==> src/i3ctr_pkg.sv <==
// Constants shared by the I3C target configuration and status register bank
package i3ctr_pkg;
    // Register indices as printed (byte offsets)
    localparam logic [7:0] OFF_BUS_TRAITS   = 8'h00;
    localparam logic [7:0] OFF_DEV_TRAITS   = 8'h01;
    localparam logic [7:0] OFF_BUS_ADDR     = 8'h02;
    localparam logic [7:0] OFF_EVT_ENABLE   = 8'h03;
    localparam logic [7:0] OFF_EVT_CAP      = 8'h04;
    localparam logic [7:0] OFF_EVT_REQUEST  = 8'h05;
    localparam logic [7:0] OFF_RETRY        = 8'h06;
    localparam logic [7:0] OFF_WLEN_HIGH    = 8'h07;
    localparam logic [7:0] OFF_WLEN_LOW     = 8'h08;
    localparam logic [7:0] OFF_RLEN_HIGH    = 8'h09;
    localparam logic [7:0] OFF_RLEN_LOW     = 8'h0a;
    localparam logic [7:0] OFF_PAYLOAD      = 8'h0b;
    localparam logic [7:0] OFF_WSPEED       = 8'h0c;
    localparam logic [7:0] OFF_RSPEED       = 8'h0d;
    // Field positions
    localparam int BIT_JOIN       = 3;   // Join bit in event registers
    localparam int BIT_INT        = 0;   // Interrupt bit in event registers
    localparam int BIT_DONE       = 7;   // Address assigned flag
    localparam int DWORD_SHIFT    = 2;   // DWORD index shift
    localparam int TURN_LSB       = 3;   // Turnaround field low bit
    // Codes and reset values
    localparam logic [1:0]  ROLE_TARGET    = 2'h0;
    localparam logic [7:0]  RETRY_RESET    = 8'h08;
    localparam logic [15:0] FIFO_DEPTH     = 16'h0200;
    localparam logic [15:0] LEN_RESET      = 16'h0200;
    localparam logic [7:0]  PAYLOAD_RESET  = 8'h02;
    localparam logic [2:0]  RATE_RESET     = 3'h0;
    localparam logic [2:0]  TURN_RESET     = 3'h0;
    localparam logic [6:0]  ADDR_RESET     = 7'h00;
    // Rate codes: 0 max SCL, 1 8 MHz, 2 6 MHz, 3 4 MHz, 4 2 MHz
    localparam logic [2:0]  RATE_MAX_SCL   = 3'h0;
    localparam logic [2:0]  RATE_2MHZ      = 3'h4;
    // Turnaround codes: 0..4 for 8..12 ns, 7 beyond 12 ns
    localparam logic [2:0]  TURN_PRIVATE   = 3'h7;
endpackage

==> src/i3ctr_regs.sv <==
// Configuration, control and status register bank of the I3C target
`timescale 1ns/10ps
module i3ctr_regs
    import i3ctr_pkg::*;
#(
    parameter logic       JOIN_CAP     = 1'b1,  // Hot-join built in
    parameter logic       INT_CAP      = 1'b1,  // In-band interrupt built in
    parameter logic [7:0] PAYLOAD_SIZE = 8'h01, // Build payload size
    parameter logic       SPEED_LIMIT  = 1'b1,  // Speed limitation built in
    parameter logic [7:0] DCR_CODE     = 8'h00, // Device traits code
    parameter logic       DWORD_ADDR   = 1'b0   // 1: DWORD addressing
)(
    input  wire logic        I_CLK,            // System clock
    input  wire logic        I_RESETN,         // Sync reset, active low
    // Local register port
    input  wire logic        I_REQUEST,        // Start a transaction
    input  wire logic        I_WR_RDN,         // 1 write, 0 read
    input  wire logic [31:0] I_ADDR,           // Register address
    input  wire logic [31:0] I_WDATA,          // Write data
    output logic      [31:0] O_RDATA,          // Read data
    output logic             O_RDATA_VALID,    // Read data valid pulse
    output logic             O_READY,          // Ready for a transaction
    // Events from the bus command engine
    input  wire logic        I_ADDR_ASSIGN,    // Address assigned pulse
    input  wire logic [6:0]  I_NEW_ADDR,       // Assigned address
    input  wire logic        I_ADDR_RESET,     // Address reset command
    input  wire logic        I_JOIN_ENABLE,    // Enable join command
    input  wire logic        I_JOIN_DISABLE,   // Disable join command
    input  wire logic        I_INT_ENABLE,     // Enable interrupt command
    input  wire logic        I_INT_DISABLE,    // Disable interrupt command
    input  wire logic        I_JOIN_DONE,      // Join completed
    input  wire logic        I_JOIN_NACK,      // Join refused
    input  wire logic        I_INT_DONE,       // Interrupt completed
    input  wire logic        I_INT_NACK,       // Interrupt refused
    input  wire logic        I_SET_WRITE_LEN,  // Write length command
    input  wire logic [15:0] I_WRITE_LEN,      // Requested write length
    input  wire logic        I_SET_READ_LEN,   // Read length command
    input  wire logic [15:0] I_READ_LEN,       // Requested read length
    input  wire logic        I_SET_PAYLOAD,    // Payload byte present
    input  wire logic [7:0]  I_PAYLOAD_LEN,    // Requested payload limit
    // State towards the bus engine
    output logic             O_JOIN_GO,        // Raise hot-join
    output logic             O_INT_GO,         // Raise interrupt
    output logic             O_ADDR_VALID,     // Dynamic address valid
    output logic      [6:0]  O_DYN_ADDR,       // Dynamic address
    output logic      [15:0] O_WRITE_LIMIT,    // Max write length
    output logic      [15:0] O_READ_LIMIT,     // Max read length
    output logic      [7:0]  O_PAYLOAD_LIMIT   // Max payload length
);

    // Whole block state in one record
    typedef struct packed {
        logic        ready;          // Port ready
        logic        rvalid;         // Read answer strobe
        logic [7:0]  rdata;          // Read answer byte
        logic        da_done;        // Address assigned flag
        logic [6:0]  dyn_addr;       // Dynamic address
        logic        join_allowed;   // Join enabled by controller
        logic        int_allowed;    // Interrupt enabled by controller
        logic        join_request;   // Software join request
        logic        int_request;    // Software interrupt request
        logic [7:0]  retry_limit;    // Retry limit, zero unlimited
        logic [7:0]  retry_cnt;      // Retries spent on current event
        logic [15:0] wlen;           // Max write length
        logic [15:0] rlen;           // Max read length
        logic [7:0]  payload;        // Max payload length
        logic [2:0]  write_rate_code;
        logic [2:0]  read_rate_code;
        logic [2:0]  turnaround_code;
        logic        join_go;        // Registered join launch
        logic        int_go;         // Registered interrupt launch
    } i3ctr_state_s;

    i3ctr_state_s s;        // Current state
    i3ctr_state_s next_s;   // Next state

    // Build-time derived bits and per-cycle port decode
    logic       payload_bit;     // Payload follows an interrupt
    logic       advanced_bit;    // Pending-read byte supported
    logic [7:0] bus_traits;      // Bus traits read value
    logic [7:0] idx;             // Decoded register index
    logic       wr_req;          // Write taken this cycle
    logic       rd_req;          // Read taken this cycle
    logic       sw_join_set;     // Software sets join request
    logic       sw_int_set;      // Software sets interrupt request
    logic [7:0] wbyte;           // Low write byte

    assign payload_bit  = (PAYLOAD_SIZE != 8'h00);
    assign advanced_bit = INT_CAP & payload_bit;
    // Role, virtual and offline bits are constant zero
    assign bus_traits   = {ROLE_TARGET, advanced_bit, 1'b0, 1'b0,
                           payload_bit, INT_CAP, SPEED_LIMIT};

    // DWORD mode never sees byte lanes
    // Address decode: low byte, or DWORD index with the low two bits dropped
    assign idx = DWORD_ADDR ? I_ADDR[DWORD_SHIFT +: 8]
                            : I_ADDR[7:0];
    assign wbyte  = I_WDATA[7:0];
    assign wr_req = I_REQUEST & I_WR_RDN & s.ready;
    assign rd_req = I_REQUEST & ~I_WR_RDN & s.ready;
    assign sw_join_set = wr_req & (idx == OFF_EVT_REQUEST)
                       & wbyte[BIT_JOIN] & JOIN_CAP;
    assign sw_int_set  = wr_req & (idx == OFF_EVT_REQUEST)
                       & wbyte[BIT_INT] & INT_CAP;

    // Larger limits would overrun the FIFO
    // Clamp a requested length to the FIFO depth
    function automatic logic [15:0] clamp_len(input logic [15:0] v);
        clamp_len = (v > FIFO_DEPTH) ? FIFO_DEPTH : v;
    endfunction

    // Next-state logic for the port, the command events and the requests
    always_comb begin
        next_s        = s;
        next_s.ready  = 1'b1;
        next_s.rvalid = 1'b0;

        // Read mux; unmapped and reserved locations answer zero
        if (rd_req) begin
            next_s.rvalid = 1'b1;
            case (idx)
                OFF_BUS_TRAITS:  next_s.rdata = bus_traits;
                OFF_DEV_TRAITS:  next_s.rdata = DCR_CODE;
                OFF_BUS_ADDR:    next_s.rdata = {s.da_done, s.dyn_addr};
                OFF_EVT_ENABLE:  next_s.rdata = {4'h0, s.join_allowed,
                                                 2'h0, s.int_allowed};
                OFF_EVT_CAP:     next_s.rdata = {4'h0, JOIN_CAP,
                                                 2'h0, INT_CAP};
                OFF_EVT_REQUEST: next_s.rdata = {4'h0, s.join_request,
                                                 2'h0, s.int_request};
                OFF_RETRY:       next_s.rdata = s.retry_limit;
                OFF_WLEN_HIGH:   next_s.rdata = s.wlen[15:8];
                OFF_WLEN_LOW:    next_s.rdata = s.wlen[7:0];
                OFF_RLEN_HIGH:   next_s.rdata = s.rlen[15:8];
                OFF_RLEN_LOW:    next_s.rdata = s.rlen[7:0];
                OFF_PAYLOAD:     next_s.rdata = s.payload;
                // Defining-byte bit stays zero
                OFF_WSPEED:      next_s.rdata = SPEED_LIMIT ?
                                     {5'h00, s.write_rate_code} : 8'h00;
                // Split-read flag stays zero
                OFF_RSPEED:      next_s.rdata = SPEED_LIMIT ?
                                     {2'h0, s.turnaround_code,
                                      s.read_rate_code} : 8'h00;
                default:         next_s.rdata = 8'h00;
            endcase
        end

        // Software writes to the writable fields
        if (wr_req) begin
            case (idx)
                OFF_EVT_REQUEST: begin
                    // Writing zero withdraws a pending request
                    next_s.join_request = wbyte[BIT_JOIN] & JOIN_CAP;
                    next_s.int_request  = wbyte[BIT_INT] & INT_CAP;
                    next_s.retry_cnt    = 8'h00;
                end
                // Zero retries without end
                OFF_RETRY:  next_s.retry_limit = wbyte;
                OFF_WSPEED: begin
                    if (SPEED_LIMIT) begin
                        next_s.write_rate_code = wbyte[2:0];
                    end
                end
                OFF_RSPEED: begin
                    if (SPEED_LIMIT) begin
                        next_s.read_rate_code  = wbyte[2:0];
                        next_s.turnaround_code =
                            wbyte[TURN_LSB +: 3];
                    end
                end
                default: begin
                    // Read-only and unmapped: write ignored
                end
            endcase
        end

        // Address assignment; a simultaneous reset loses to the assignment
        if (I_ADDR_ASSIGN) begin
            next_s.da_done  = 1'b1;
            next_s.dyn_addr = I_NEW_ADDR;
        end else if (I_ADDR_RESET) begin
            next_s.da_done  = 1'b0;
            next_s.dyn_addr = ADDR_RESET;
        end

        // Controller enable and disable; disable wins a tie for safety
        if (JOIN_CAP && I_JOIN_DISABLE) begin
            next_s.join_allowed = 1'b0;
        end else if (JOIN_CAP && I_JOIN_ENABLE) begin
            next_s.join_allowed = 1'b1;
        end
        if (INT_CAP && I_INT_DISABLE) begin
            next_s.int_allowed = 1'b0;
        end else if (INT_CAP && I_INT_ENABLE) begin
            next_s.int_allowed = 1'b1;
        end

        // One retry counter serves both events, and join and
        // interrupt are offered independently on their own go outputs
        // Join request: completion, disable or exhausted retries clear it,
        // but a software set in the same cycle wins
        if (s.join_request && !sw_join_set) begin
            if (I_JOIN_DONE || I_JOIN_DISABLE) begin
                next_s.join_request = 1'b0;
                next_s.retry_cnt    = 8'h00;
            end else if (I_JOIN_NACK && s.retry_limit != 8'h00) begin
                if (s.retry_cnt == s.retry_limit) begin
                    next_s.join_request = 1'b0;
                    next_s.retry_cnt    = 8'h00;
                end else begin
                    next_s.retry_cnt = s.retry_cnt + 8'h01;
                end
            end
        end

        // Interrupt request, same policy
        if (s.int_request && !sw_int_set) begin
            if (I_INT_DONE || I_INT_DISABLE) begin
                next_s.int_request = 1'b0;
                next_s.retry_cnt   = 8'h00;
            end else if (I_INT_NACK && s.retry_limit != 8'h00) begin
                if (s.retry_cnt == s.retry_limit) begin
                    next_s.int_request = 1'b0;
                    next_s.retry_cnt   = 8'h00;
                end else begin
                    next_s.retry_cnt = s.retry_cnt + 8'h01;
                end
            end
        end

        // Length limits from the controller, clamped to the FIFO depth
        if (I_SET_WRITE_LEN) begin
            next_s.wlen = clamp_len(I_WRITE_LEN);
        end
        if (I_SET_READ_LEN) begin
            next_s.rlen = clamp_len(I_READ_LEN);
        end
        // An 8-bit limit never exceeds the depth, so the clamp is a guard
        if (I_SET_PAYLOAD && INT_CAP && payload_bit) begin
            next_s.payload = clamp_len({8'h00, I_PAYLOAD_LEN}) > 16'h00ff
                           ? 8'hff : I_PAYLOAD_LEN;
        end

        // Taken from next state: go falls with its request
        // Launch strobes towards the bus engine, held while allowed
        next_s.join_go = next_s.join_request & next_s.join_allowed;
        next_s.int_go  = next_s.int_request & next_s.int_allowed;
    end

    // Sync reset: one clock domain only
    // State register with synchronous reset
    always_ff @(posedge I_CLK) begin
        if (!I_RESETN) begin
            s                 <= '0;
            s.join_allowed    <= JOIN_CAP;
            s.int_allowed     <= INT_CAP;
            s.retry_limit     <= RETRY_RESET;
            s.wlen            <= LEN_RESET;
            s.rlen            <= LEN_RESET;
            s.payload         <= PAYLOAD_RESET;
            s.write_rate_code <= RATE_RESET;
            s.read_rate_code  <= RATE_RESET;
            s.turnaround_code <= TURN_RESET;
            s.dyn_addr        <= ADDR_RESET;
        end else begin
            s <= next_s;
        end
    end

    // Outputs straight from the state record
    assign O_RDATA         = {24'h000000, s.rdata};
    assign O_RDATA_VALID   = s.rvalid;
    assign O_READY         = s.ready;
    assign O_JOIN_GO       = s.join_go;
    assign O_INT_GO        = s.int_go;
    assign O_ADDR_VALID    = s.da_done;
    assign O_DYN_ADDR      = s.dyn_addr;
    assign O_WRITE_LIMIT   = s.wlen;
    assign O_READ_LIMIT    = s.rlen;
    assign O_PAYLOAD_LIMIT = s.payload;
endmodule

==> config.mk <==
export PLATFORM = sky130hd
export DESIGN_NAME = i3ctr_regs
export DESIGN_NICKNAME = d
export VERILOG_FILES = /design/src/i3ctr_pkg.sv /design/src/i3ctr_regs.sv
export SDC_FILE = /design/constraint.sdc
export NUM_CORES = 1
export LEC_CHECK = 0
export BUFFER_PORTS_ARGS = -buffer_cell sky130_fd_sc_hd__buf_4
export CAP_MARGIN = 20
export CORE_MARGIN = 2
export CORE_UTILIZATION = 43
export DETAILED_ROUTE_END_ITERATION = 16
export GPL_TIMING_DRIVEN = 0
export HOLD_SLACK_MARGIN = 0.15
export PLACE_DENSITY = 0.78
export SYNTH_ARGS = -nofsm -noshare
export SYNTH_HDL_FRONTEND = slang
export SYNTH_SLANG_ARGS = --single-unit
export TNS_END_PERCENT = 30
==> constraint.sdc <==
create_clock -name I_CLK -period 2.3 [get_ports I_CLK]
set_clock_uncertainty 0.15 [all_clocks]
set_input_delay 0.115 -clock I_CLK [delete_from_list [all_inputs] [get_ports I_CLK]]
set_output_delay 0.115 -clock I_CLK [all_outputs]
set_load 0.1 [all_outputs]
# --- After elaboration in Yosys (flattened, before gate mapping) ---
# Cells that the tools add are included.
word_totals:
  input_bits: 128
  register_bits: 89
  out_inout_bits: 84
  elab_cells: 95
op_classes:
  eq_ne: 13
  n_addsub: 1
  n_lt_le_gt_ge: 2
  reduce_logical: 14
  n_mux: 36
  bitwise: 10
ops:
  columns: ["operator", "count"]
  rows:
  - ["$pmux 8 s13", 1]
  - ["$mux 8", 12]
  - ["$mux 89", 1]
  - ["$mux 16", 4]
  - ["$eq 8x4->1 const B", 6]
  - ["$eq 8x3->1 const B", 4]
  - ["$gt 16x10->1 const B", 2]
  - ["$mux 18", 1]
  - ["$mux 9", 2]
  - ["$eq 8x2->1 const B", 2]
  - ["$mux 1", 12]
  - ["$and 1x1->1", 9]
  - ["$add 8x1->8 const B", 1]
  - ["$eq 8x8->1", 1]
  - ["$logic_not 8->1", 1]
  - ["$reduce_bool 8->1", 1]
  - ["$mux 6", 1]
  - ["$reduce_and 2->1", 3]
  - ["$logic_and 1x1->1", 4]
  - ["$mux 3", 1]
  - ["$logic_not 1->1", 2]
  - ["$logic_or 1x1->1", 2]
  - ["$mux 2", 1]
  - ["$reduce_bool 2->1", 1]
  - ["$not 1->1", 1]

# --- Depth between registers and ports, before layout ---
# Gate-level depths: netlist (run 1).
depth:
  depth_word: 11
  depth_mapped: 8
  depth_no_buf: 6

# --- Least setup slack after synthesis (run 1) ---
# No wires, ideal clock.
synth_timing:
  kind: "register to register"
  startpoint: "register s (netlist bit O_READY)"
  endpoint: "register s[53] in the netlist's numbering"
  stages_incl_launch_ff: 6
  slack_ps: -317
  n_path_buf: 0
  period_less_slack_ps: 2617
  t_required_ps: 2027
  arrival_time_ps: 2345
  cell_sequence: "dfxtp_1 -> nand3_1 -> o41a_1 -> a22oi_2 -> nor2_4 -> a221o_2"
synth_between:
  elab_chain_len: 9
  word_cells_on_any_way: 15
  classes_between: "7 x mux; 4 x bitwise; 4 x reduce/logical"
synth_lines:
  columns: ["element", "line_no", "rtl"]
  rows:
  - ["start, declared", "i3ctr_regs.sv:74", "i3ctr_state_s s;"]
  - ["start signal, assigned", "i3ctr_regs.sv:266", "s <= next_s;"]
  - ["$and 1x1->1 (*)", "i3ctr_regs.sv:99", "assign wr_req = I_REQUEST & I_WR_RDN & s.ready;"]
  - ["$and 1x1->1", "i3ctr_regs.sv:101, i3ctr_regs.sv:103", null]
  - ["$and 1x1->1", "i3ctr_regs.sv:102", "& wbyte[BIT_JOIN] & JOIN_CAP;"]
  - ["$logic_not 1->1", "i3ctr_regs.sv:202", "if (s.join_request && !sw_join_set) begin"]
  - ["$logic_and 1x1->1", "i3ctr_regs.sv:202", null]
  - ["$mux 8", "i3ctr_regs.sv:202", null]
  - ["$mux 8", "i3ctr_regs.sv:221", "end else if (I_INT_NACK && s.retry_limit != 8'h00) begin"]
  - ["$mux 8", "i3ctr_regs.sv:218", "if (I_INT_DONE || I_INT_DISABLE) begin"]
  - ["$mux 8 (*)", "i3ctr_regs.sv:217", "if (s.int_request && !sw_int_set) begin"]
# Every way passes the cells marked *; elsewhere a longest branch is shown, timed or not.
# A chain may end at the register's enable or synchronous reset.

# --- Worst setup path in the final report (run 1) ---
layout_timing:
  startpoint: "register s[54] in the netlist's numbering"
  endpoint: "register s[53] in the netlist's numbering"
layout_between:
  elab_chain_len: 8
layout_lines:
  columns: ["element", "line_no", "rtl"]
  rows:
  - ["$eq 8x8->1 (*)", "i3ctr_regs.sv:207, i3ctr_regs.sv:222", null]
  - ["$mux 8 (*)", "i3ctr_regs.sv:207, i3ctr_regs.sv:222", null]
  - ["$mux 8", "i3ctr_regs.sv:206", "end else if (I_JOIN_NACK && s.retry_limit != 8'h00) begin"]
  - ["$mux 8", "i3ctr_regs.sv:203", "if (I_JOIN_DONE || I_JOIN_DISABLE) begin"]
  - ["$mux 8", "i3ctr_regs.sv:202", null]
  - ["$mux 8", "i3ctr_regs.sv:221", null]
  - ["$mux 8", "i3ctr_regs.sv:218", null]
  - ["$mux 8 (*)", "i3ctr_regs.sv:217", null]
# Marked as above.

==> results of run 1 <==
-- power by group --
group          switching, mW  internal [mW]  leakage, nW  total [mW]
sequential            0.0233           1.56        0.721        1.58
clock                  0.631          0.422       0.0928        1.05
combinational          0.512          0.290         2.36       0.801
-- cells in the mapped netlist (all sizes together), types with 2 or more instances --
library cell  instances  area [um2]
mux2i                30       300.3
a22o                 24       210.2
nor3                 10       50.05
nor3b                 8       60.06
or2                   3       18.77
mux2                  6       67.56
mux4                  2       45.04
a211oi                6       45.04
a221oi                5       43.79
nand3                17       85.08
o21ai                16       80.08
inv                   5       18.77
nand3b                2       15.01
o21a                  2       15.01
nor2b                 6       37.54
nand2                20       75.07
and2                 17       106.4
o22ai                 2       12.51
or3                   4       25.02
a22oi                 6       50.05
o2bb2ai               3       26.28
dfxtp                89        1782
and3                  9       56.30
clkbuf               30       112.6
buf                  81       601.8
nand2b                2       12.51
a221o                 5       51.30
nor2                 53       206.5
a31oi                 4       25.02
a32o                  5       50.05
and3b                 2       17.52
nand4                 8       50.05
nor4                 11       68.82
a21oi                22       110.1
nand4b                2       17.52
a21boi                3       22.52
xor2                  8       70.07
-- path summary, 6_finish.rpt --
path                           startpoint                           end  slack [ns]  depth (start not counted)
setup / recovery         s[54]$_SDFF_PN0_              s[53]$_SDFF_PN0_        0.10                          6
hold / removal             I_READ_LEN[14]  O_READ_LIMIT[4]$_SDFFE_PN0P_        0.14                          5
hold reg to reg   O_RDATA[3]$_SDFFE_PN0P_       O_RDATA[3]$_SDFFE_PN0P_        0.31                          2
setup reg to reg         s[54]$_SDFF_PN0_              s[53]$_SDFF_PN0_        0.10                          6
-- sequential cells by signal (all words and copies together) (netlist names) --
name,cells
O_RDATA,8
O_READY,1
O_JOIN_GO,1
O_READ_LIMIT,16
O_DYN_ADDR,7
O_WRITE_LIMIT,16
O_RDATA_VALID,1
O_PAYLOAD_LIMIT,8
s,29
O_INT_GO,1
O_ADDR_VALID,1
-- tightest hold or removal path: stages --
cell and delay [ns]:
sky130_fd_sc_hd__buf_4 0.07, sky130_fd_sc_hd__nor2_1 0.03, sky130_fd_sc_hd__nand3_1 0.11, sky130_fd_sc_hd__a211oi_2 0.11, sky130_fd_sc_hd__a22o_1 0.19
-- cell families (layout without fill, tap and decap cells) --
kind of cell             Yosys count  in the layout  share of synthesized area (%)
XOR/XNOR                           8              8                          1.457
flip-flops                        89             89                          37.05
adder cells (fa/ha/maj)            1              1                         0.2602
AO/OA/AOI/OAI                    115            115                          17.64
other                              1             24                        0.07799
buffers and inverters            116            339                          15.25
multiplexers                      38             38                          8.587
AND/OR/NAND/NOR                  178            178                          19.67
-- layout make-up --
cell class                      count  area [um2]  area share [%]
Inverter                            5       18.77          0.2653
Tap cell                          140       175.2           2.477
Timing Repair Buffer              207        1734           24.52
Clock inverter                      6       58.81          0.8314
Sequential cell                    89        1783           25.21
Clock buffer                       10       127.6           1.804
Multi-Input combinational cell    364        2461           34.80
Buffer                            111       714.4           10.10
-- cell usage in the layout, fill, tap and decap left out, types with 4 or more instances in the layout --
master                          Yosys  layout
sky130_fd_sc_hd__nor3_1            10       9
sky130_fd_sc_hd__a22o_1            24      24
sky130_fd_sc_hd__a31oi_1            4       4
sky130_fd_sc_hd__xor2_1             8       8
sky130_fd_sc_hd__buf_4             79     214
sky130_fd_sc_hd__dfxtp_1           89      88
sky130_fd_sc_hd__mux2_2             6       6
sky130_fd_sc_hd__and3_1             9       9
sky130_fd_sc_hd__nand3_1           17      17
sky130_fd_sc_hd__a32o_1             5       5
sky130_fd_sc_hd__mux2i_1           30      30
sky130_fd_sc_hd__o21ai_0           16      16
sky130_fd_sc_hd__nor3b_1            8       8
sky130_fd_sc_hd__a22oi_1            5       5
sky130_fd_sc_hd__a21oi_1           22      22
sky130_fd_sc_hd__nor4_1            11       7
sky130_fd_sc_hd__inv_1              5       5
sky130_fd_sc_hd__conb_1             1      24
sky130_fd_sc_hd__nor2_1            52      52
sky130_fd_sc_hd__a221oi_1           5       5
sky130_fd_sc_hd__dlygate4sd3_1      0      72
sky130_fd_sc_hd__clkbuf_1          30      31
sky130_fd_sc_hd__nor2b_1            6       6
sky130_fd_sc_hd__nor4_4             0       4
sky130_fd_sc_hd__nand4_1            8       8
sky130_fd_sc_hd__nand2_1           20      20
sky130_fd_sc_hd__clkbuf_8           0       9
sky130_fd_sc_hd__or3_1              4       4
sky130_fd_sc_hd__and2_1            17      17
-- routing by layer --
metal  routed length [um]  global-route usage, %  vias to the layer above
li1                     -                      -                     2361
met1                 7141                  36.21                     2386
met2                 8136                  47.09                      224
met3                 1043                  3.320                       42
met4                  456                  10.22                        0
met5                    0                      0                        -
-- per-stage QoR --
stage | TNS (ns) | util (%) | area (um2) | setup WS, ns
2_1_floorplan | 0 | - | 4896 | 0.02968
3_3_place_gp | -3.041 | 55.88 | 6085 | -0.2285
3_5_place_dp | -3.994 | 55.88 | 6085 | -0.2788
4_1_cts | 0 | 64.53 | 7025 | 0.03545
5_1_grt | 0 | 64.96 | 7073 | 0.0007458
6_report | 0 | 64.96 | 7073 | 0.1042
-- repair_timing --
item,CTS,global route
endpoints found under the hold margin,63,0
pin swaps,0,0
setup endpoints to repair,8,21
gates resized for setup,5,9
hold buffers,72,0
buffers inserted,0,0
==> results.txt, run 1 <==
result of the run: finished clean
start-to-end type of the worst setup path: reg -> reg
final routed DRC violation total: 0
final-stage net count: 916
post-route fraction of the period consumed by the critical path: 95.47%
Max stage delay on crit path: 0.45 ns
worst path arrival time: 2.30 ns
height of the chip: 109.7 um
io pins: 212
antenna violations before repair: 0
share of synthesized registers carrying an async set or reset: 0%
insertion delay of the later-clocked pin in the worst-skew pair: 0.37 ns
total routing resource utilization after global routing: 27.77%
clock-pin transition on the worst setup and hold timing paths: 0.11 ns
clock sink total: 89
critical path startpoint category: register
total via count in the routed design: 5013
number of maximum-capacitance constraint violations: 0
area of the mapped netlist: 0.004808 mm2
Least-Margin Pin Slew: 0.7423 ns
setup repair after global routing missed its margin: false
ant diodes: 0
leakage component of the power: 3.177 nW
total congestion overflow after global routing: 0
number of filler cells placed in the layout: 898
PwrDens: 486.1 mW/mm2
routed wire length per instance: 18.00 um
row count: 38
cell chain of the critical path: clkbuf_1, xor2_1, nor4_4, a221o_2, nor2_4, a221o_2
element type at the critical path end: register
remaining antenna violation count after routing: 0
first-pass GRT wire length: 25230 um
min Tclk post-route: 2.196 ns
total design power: 3.438 mW
cell at the root of the clock tree: sky130_fd_sc_hd__clkbuf_8
Cell Count, Final, Fillers Out: 932
Final Wtd Congestion: 0.9520
number of buffers on the longest clock path: 2
via/cell ratio: 5.379
Synth Flop Type: sky130_fd_sc_hd__dfxtp_1
TritonCTS clock tree: yes
horizontal die dimension: 109.7 um
count of distinct cell types in the synthesized netlist: 60
synthesized area divided by synthesized cell count: 8.807 um2
cell repeated most along the worst path: sky130_fd_sc_hd__a221o_2
detailed placer's ending HPWL: 11910 um
worst-case hold slack: 0.1364 ns
number of cells after detailed placement: 844
vias in the first global route: 4797
number of warnings printed during yosys synthesis: 0
peak clock frequency supported by timing: 0.4554 GHz
final hold viol count: 0
maximum number of pins on one net before global-route repair: 18
gate count of the mapped netlist: 546
area of the core: 0.01089 mm2
drt first pass iters: 5
count of routing violations after the opening detailed-route iteration: 361
final setup violation count: 0
deepest level of the CTS H-tree: 3
port bufs: 135
Max Fanout on Critical Path: 7
ratio of cells with drive above 1 in the final layout: 32.58%
sequential fraction of the synthesis area: 37.05%
hold crit path type: in -> reg
final routed wirelength across all metal layers: 16780 um
cell with the biggest individual delay on the critical path: sky130_fd_sc_hd__nor4_4
Critical path buffers and inverters: 1
cts bufs inserted: 9
Initial Util: 44.16%
Rel. slew slack: 50.51%
count of state elements after synthesis: 89
Post-synth EDFFs: 0
VDD IR-drop max: 437.6 uV
Final Max Tran Viols: 0
area enclosed by the die boundary: 0.01204 mm2
relative area change from synthesis to final layout: 47.10%
kind of cell adding the most delay to the critical path: compound AO/OA/AOI/OAI gates
required time worst endpoint: 2.41 ns
No activity file was read; power rests on OpenSTA's default activity.
==> run 2: changes to the inputs <==
--- a/config.mk
+++ b/config.mk
@@ -13,6 +13,7 @@
 export GPL_TIMING_DRIVEN = 0
 export HOLD_SLACK_MARGIN = 0.15
 export PLACE_DENSITY = 0.78
+export REMOVE_ABC_BUFFERS = 1
 export SYNTH_ARGS = -nofsm -noshare
 export SYNTH_HDL_FRONTEND = slang
 export SYNTH_SLANG_ARGS = --single-unit
==> run 2 against run 1 <==
Net effect:
- design area shrank 8.6%
- wire length shrank 11%
- power grew 0.91%
- register-to-register slack lost 0.03 ns
- sequential power is essentially flat
- clock power grew 9.5%
- worst hold slack gained 0.033 ns
- die area is the same
- global-route usage shrank 3.2 points
- final cell count shrank 11%
- non-clock buffer count shrank 98
- setup slack lost 0.051 ns
- critical path type is now in -> reg
- critical endpoint unchanged
- highest routed layer unchanged
==> results.txt, run 2 (synthesis results as in run 1) <==
insertion delay of the later-clocked pin in the worst-skew pair: 0.36 ns (about the same)
final cell utilization of the core: 59.37% (-5.6 points)
clock-pin transition on the worst setup and hold timing paths: 0.10 ns (about the same)
row count: 38 (unchanged)
detailed placer's ending HPWL: 9933 um (-17%)
startpoint of the lowest-slack hold path: I_WRITE_LEN[14]
VDD IR-drop max: 289.0 uV (-34%)
area enclosed by the die boundary: 0.01204 mm2 (unchanged)
relative area change from synthesis to final layout: 34.43%
height of the chip: 109.7 um (unchanged)
clock sink total: 89 (unchanged)
first-pass GRT wire length: 22660 um (-10%)
largest register by flop count: s
critical path startpoint category: input pin
met2 wire length: 7309 um (-10%)
startpoint of the most critical register-to-register path: s[54]$_SDFF_PN0_
Initial Util: 44.16% (unchanged)
Final Wtd Congestion: 0.9160 (-3.8%)
deepest level of the CTS H-tree: 3 (unchanged)
remaining antenna violation count after routing: 0 (unchanged)
Rel. slew slack: 41.53% (-9.0 points)
number of filler cells placed in the layout: 895 (-0.33%)
TritonCTS clock tree: yes
vias in the first global route: 4440 (-7.4%)
peak clock frequency supported by timing: 0.4451 GHz (-2.3%)
area of the multi-input gates: 0.002431 mm2 (-1.2%)
metal1 wirelength: 6110 um (-14%)
io pins: 212 (unchanged)
total met3 wirelength after detailed routing: 1171 um (+12%)
horizontal die dimension: 109.7 um (unchanged)
element type at the critical path end: register
PwrDens: 536.7 mW/mm2 (+10%)
area of the core: 0.01089 mm2 (unchanged)
via/cell ratio: 5.590 (+3.9%)
setup ws final: 0.05327 ns (-0.05091 ns)
Largest register FFs: 29 (unchanged)
total negative slack: 0 ns (unchanged)
ant diodes: 0 (unchanged)
routed wire length per instance: 17.94 um (-0.37%)
area of placed instances: 0.005413 mm2 (-11%)
Layout Cell Area excl Fill: 0.006464 mm2 (-8.6%)
final-stage net count: 818 (-11%)
leading cell type in the layout, fill and taps excluded: sky130_fd_sc_hd__buf_4
ratio of cells with drive above 1 in the final layout: 26.66% (-5.9 points)
total via count in the routed design: 4662 (-7.0%)
drt first pass iters: 5 (unchanged)
final routed wirelength across all metal layers: 14960 um (-11%)
total congestion overflow after global routing: 0 (unchanged)
number of maximum-capacitance constraint violations: 0 (unchanged)
most frequent cells in the layout: sky130_fd_sc_hd__buf_4, sky130_fd_sc_hd__dfxtp_1, sky130_fd_sc_hd__dlygate4sd3_1, sky130_fd_sc_hd__nor2_1, sky130_fd_sc_hd__mux2i_1
min Tclk post-route: 2.247 ns (+0.05091 ns)
number of buffers on the longest clock path: 2 (unchanged)
count of routing violations after the opening detailed-route iteration: 417 (+16%)
worst path arrival time: 2.36 ns (+0.06 ns)
Max Fanout on Critical Path: 47 (+40)
result of the run: finished clean
hold crit path type: in -> reg
cts bufs inserted: 9 (unchanged)
setup repair after global routing missed its margin: true
Least-Margin Pin Slew: 0.8758 ns (+0.1335 ns)
final routed DRC violation total: 0 (unchanged)
crit path from: I_RESETN
required time worst endpoint: 2.41 ns (about the same)
port bufs: 139 (+3.0%)
total design power: 3.469 mW (+0.91%)
post-route fraction of the period consumed by the critical path: 97.68% (+2.2 points)
cell at the root of the clock tree: sky130_fd_sc_hd__clkbuf_8
area used by sequential logic in the layout: 0.001782 mm2 (about the same)
maximum number of pins on one net before global-route repair: 48 (+30)
top routing layer used: met4
worst-case hold slack: 0.1698 ns (+0.03339 ns)
final hold viol count: 0 (unchanged)
Cell Count, Final, Fillers Out: 834 (-11%)
total routing resource utilization after global routing: 24.61% (-3.2 points)
leakage component of the power: 2.763 nW (-13%)
number of buffers added for setup after CTS: 0 (unchanged)
final setup violation count: 0 (unchanged)
Final Max Tran Viols: 0 (unchanged)
number of cells after detailed placement: 738 (-13%)
antenna violations before repair: 0 (unchanged)
pre-CTS worst setup slack: -0.3587 ns (-0.07991 ns)
start-to-end type of the worst setup path: in -> reg
run 2: area by class of cell:
cell class	count	area share (%)
well taps	140	2.710
clock inverters	6	1.278
multi-input cells	364	37.61
flip-flops and latches	89	27.56
inverters	5	0.2904
repair buffers	220	28.57
clock buffers	10	1.974
run 2: worst paths after layout:
| check | to | slack (ns) | cells after the start |
|---|---|---|---|
| hold / removal | O_WRITE_LIMIT[2]$_SDFFE_PN0P_ | 0.17 | 5 |
| setup / recovery | s[53]$_SDFF_PN0_ | 0.05 | 6 |
| setup reg to reg | s[53]$_SDFF_PN0_ | 0.07 | 5 |
| hold reg to reg | O_RDATA[5]$_SDFFE_PN0P_ | 0.32 | 2 |
run 2: worst max-delay path, cell delays in order:
cell,delay (ns)
sky130_fd_sc_hd__dlygate4sd3_1,0.54
sky130_fd_sc_hd__buf_4,0.21
sky130_fd_sc_hd__inv_2,0.66
sky130_fd_sc_hd__a221o_1,0.37
sky130_fd_sc_hd__nor2_4,0.08
sky130_fd_sc_hd__a221o_2,0.36
run 2: where the power goes:
part / switching [mW] / internal [mW]
Clock: 0.542 / 0.607
Sequential: 0.0192 / 1.56
Combinational: 0.491 / 0.251
run 2: what timing repair did:
action / CTS / global route
setup endpoints to repair: 6 / 33
hold endpoints to repair: 72 / 1
resized for setup: 5 / 5
hold buffers: 77 / 2
run 2: per-layer routing:
layer	vias to the layer above	global-route usage, %
li1	2165	-
met1	2172	30.16
met2	291	42.72
met3	34	3.912
met4	0	10.22
met5	-	0
==> run 3: changes to the inputs <==
--- a/config.mk
+++ b/config.mk
@@ -12,6 +12,7 @@
 export DETAILED_ROUTE_END_ITERATION = 16
 export GPL_TIMING_DRIVEN = 0
 export HOLD_SLACK_MARGIN = 0.15
+export MAX_ROUTING_LAYER = met4
 export PLACE_DENSITY = 0.78
 export REMOVE_ABC_BUFFERS = 1
 export SYNTH_ARGS = -nofsm -noshare
==> run 3 against run 2 <==
Net effect:
- critical endpoint unchanged
- highest routed layer unchanged
- sequential cell count unchanged
- first-iteration DRC count decreased by 16%
- final cell count increased by 0.12%
- maximum frequency decreased by 1.1%
- register-to-register slack about the same
==> results.txt, run 3 (synthesis results as in run 1) <==
result of the run: finished clean
insertion delay of the later-clocked pin in the worst-skew pair: 0.36 ns (about the same)
port bufs: 139 (unchanged)
area of the core: 0.01089 mm2 (unchanged)
via/cell ratio: 5.554 (-0.63%)
final-stage net count: 819 (+0.12%)
total negative slack: 0 ns (unchanged)
VDD IR-drop max: 342.1 uV (+18%)
required time worst endpoint: 2.41 ns (about the same)
number of filler cells placed in the layout: 879 (-1.8%)
detailed placer's ending HPWL: 9938 um (about the same)
min Tclk post-route: 2.271 ns (+0.02410 ns)
ant diodes: 0 (unchanged)
clock-pin transition on the worst setup and hold timing paths: 0.09 ns (about the same)
hold crit path type: in -> reg
height of the chip: 109.7 um (unchanged)
critical path startpoint category: input pin
antenna violations before repair: 0 (unchanged)
most frequent cells in the layout: sky130_fd_sc_hd__buf_4, sky130_fd_sc_hd__dfxtp_1, sky130_fd_sc_hd__dlygate4sd3_1, sky130_fd_sc_hd__nor2_1, sky130_fd_sc_hd__mux2i_1
peak clock frequency supported by timing: 0.4404 GHz (-1.1%)
final routed DRC violation total: 0 (unchanged)
routed wire length per instance: 17.69 um (-1.4%)
cell at the root of the clock tree: sky130_fd_sc_hd__clkbuf_8
first-pass GRT wire length: 22620 um (-0.18%)
pre-CTS worst setup slack: -0.4077 ns (-0.04900 ns)
io pins: 212 (unchanged)
Rel. slew slack: 42.07% (+0.55 points)
crit path from: I_RESETN
area used by sequential logic in the layout: 0.001782 mm2 (unchanged)
final routed wirelength across all metal layers: 14770 um (-1.3%)
area of the multi-input gates: 0.002436 mm2 (+0.21%)
PwrDens: 564.7 mW/mm2 (+5.2%)
start-to-end type of the worst setup path: in -> reg
final cell utilization of the core: 59.99% (+0.62 points)
Least-Margin Pin Slew: 0.8676 ns (-0.008189 ns)
deepest level of the CTS H-tree: 3 (unchanged)
ratio of cells with drive above 1 in the final layout: 26.91% (+0.25 points)
total via count in the routed design: 4638 (-0.51%)
startpoint of the lowest-slack hold path: I_INT_DISABLE
final setup violation count: 0 (unchanged)
maximum number of pins on one net before global-route repair: 48 (unchanged)
startpoint of the most critical register-to-register path: s[60]$_SDFFE_PN0P_
row count: 38 (unchanged)
area enclosed by the die boundary: 0.01204 mm2 (unchanged)
Max Fanout on Critical Path: 47 (unchanged)
Final Wtd Congestion: 0.9301 (+1.5%)
post-route fraction of the period consumed by the critical path: 98.73% (+1.0 points)
element type at the critical path end: register
leading cell type in the layout, fill and taps excluded: sky130_fd_sc_hd__buf_4
cts bufs inserted: 9 (unchanged)
setup ws final: 0.02917 ns (-0.02410 ns)
vias in the first global route: 4458 (+0.41%)
leakage component of the power: 2.787 nW (+0.89%)
Final Max Tran Viols: 0 (unchanged)
worst path arrival time: 2.38 ns (+0.02 ns)
number of buffers on the longest clock path: 2 (unchanged)
total congestion overflow after global routing: 0 (unchanged)
Initial Util: 44.16% (unchanged)
horizontal die dimension: 109.7 um (unchanged)
clock sink total: 89 (unchanged)
total routing resource utilization after global routing: 24.96% (+0.35 points)
Largest register FFs: 29 (unchanged)
total design power: 3.688 mW (+6.3%)
remaining antenna violation count after routing: 0 (unchanged)
drt first pass iters: 6 (+1)
number of maximum-capacitance constraint violations: 0 (unchanged)
TritonCTS clock tree: yes
relative area change from synthesis to final layout: 35.83%
count of routing violations after the opening detailed-route iteration: 349 (-16%)
setup repair after global routing missed its margin: true
final hold viol count: 0 (unchanged)
largest register by flop count: s
run 3: cell type report:
cell class	instances	share of cell area [%]
clock buffer	12	2.529
clock inverter	4	1.494
inverter	5	0.2874
multi-input combinational	364	37.30
sequential	89	27.28
tap	140	2.682
timing repair buffer	221	28.43
run 3: metrics by stage:
step	hold slack [ns]	cells	cell area (um2)
after global placement	0.1626	737	5399
after global routing	0.2067	835	6531
after CTS	0.1613	832	6491
after detailed placement	0.1672	738	5413
after floorplan	-0.007283	458	4180
final	0.1665	835	6531
run 3: power breakdown:
part / internal, mW / switching, mW / total [mW]
logic: 0.251 / 0.487 / 0.738
clock network: 0.811 / 0.559 / 1.37
registers: 1.56 / 0.0203 / 1.58
run 3: worst max-delay path, stage by stage:
cell and delay [ns]:
sky130_fd_sc_hd__dlygate4sd3_1 0.54, sky130_fd_sc_hd__buf_4 0.21, sky130_fd_sc_hd__inv_2 0.65, sky130_fd_sc_hd__a221o_1 0.40, sky130_fd_sc_hd__nor2_4 0.08, sky130_fd_sc_hd__a221o_2 0.36
run 3: per-layer routing:
layer / track usage, % / vias to the layer above / wire length [um]
met4: 9.042 / 0 / 396
li1: - / 2166 / -
met3: 3.082 / 37 / 1117
met1: 31.55 / 2175 / 6143
met5: - / - / 0
met2: 41.01 / 260 / 7110
run 3: timing repair:
action                     CTS  global route
gates resized for setup      6             4
setup endpoints to repair   14            35
hold endpoints to repair    72             1
hold buffers                78             2
pin swaps                    0             0
setup buffers                0             0
run 3: path summary, 6_finish.rpt:
path	slack, ns	cells after the start	to
min	0.17	4	s[56]$_SDFF_PN0_
max	0.03	6	s[53]$_SDFF_PN0_
min reg2reg	0.33	2	O_RDATA[5]$_SDFFE_PN0P_
max reg2reg	0.06	5	s[53]$_SDFF_PN0_
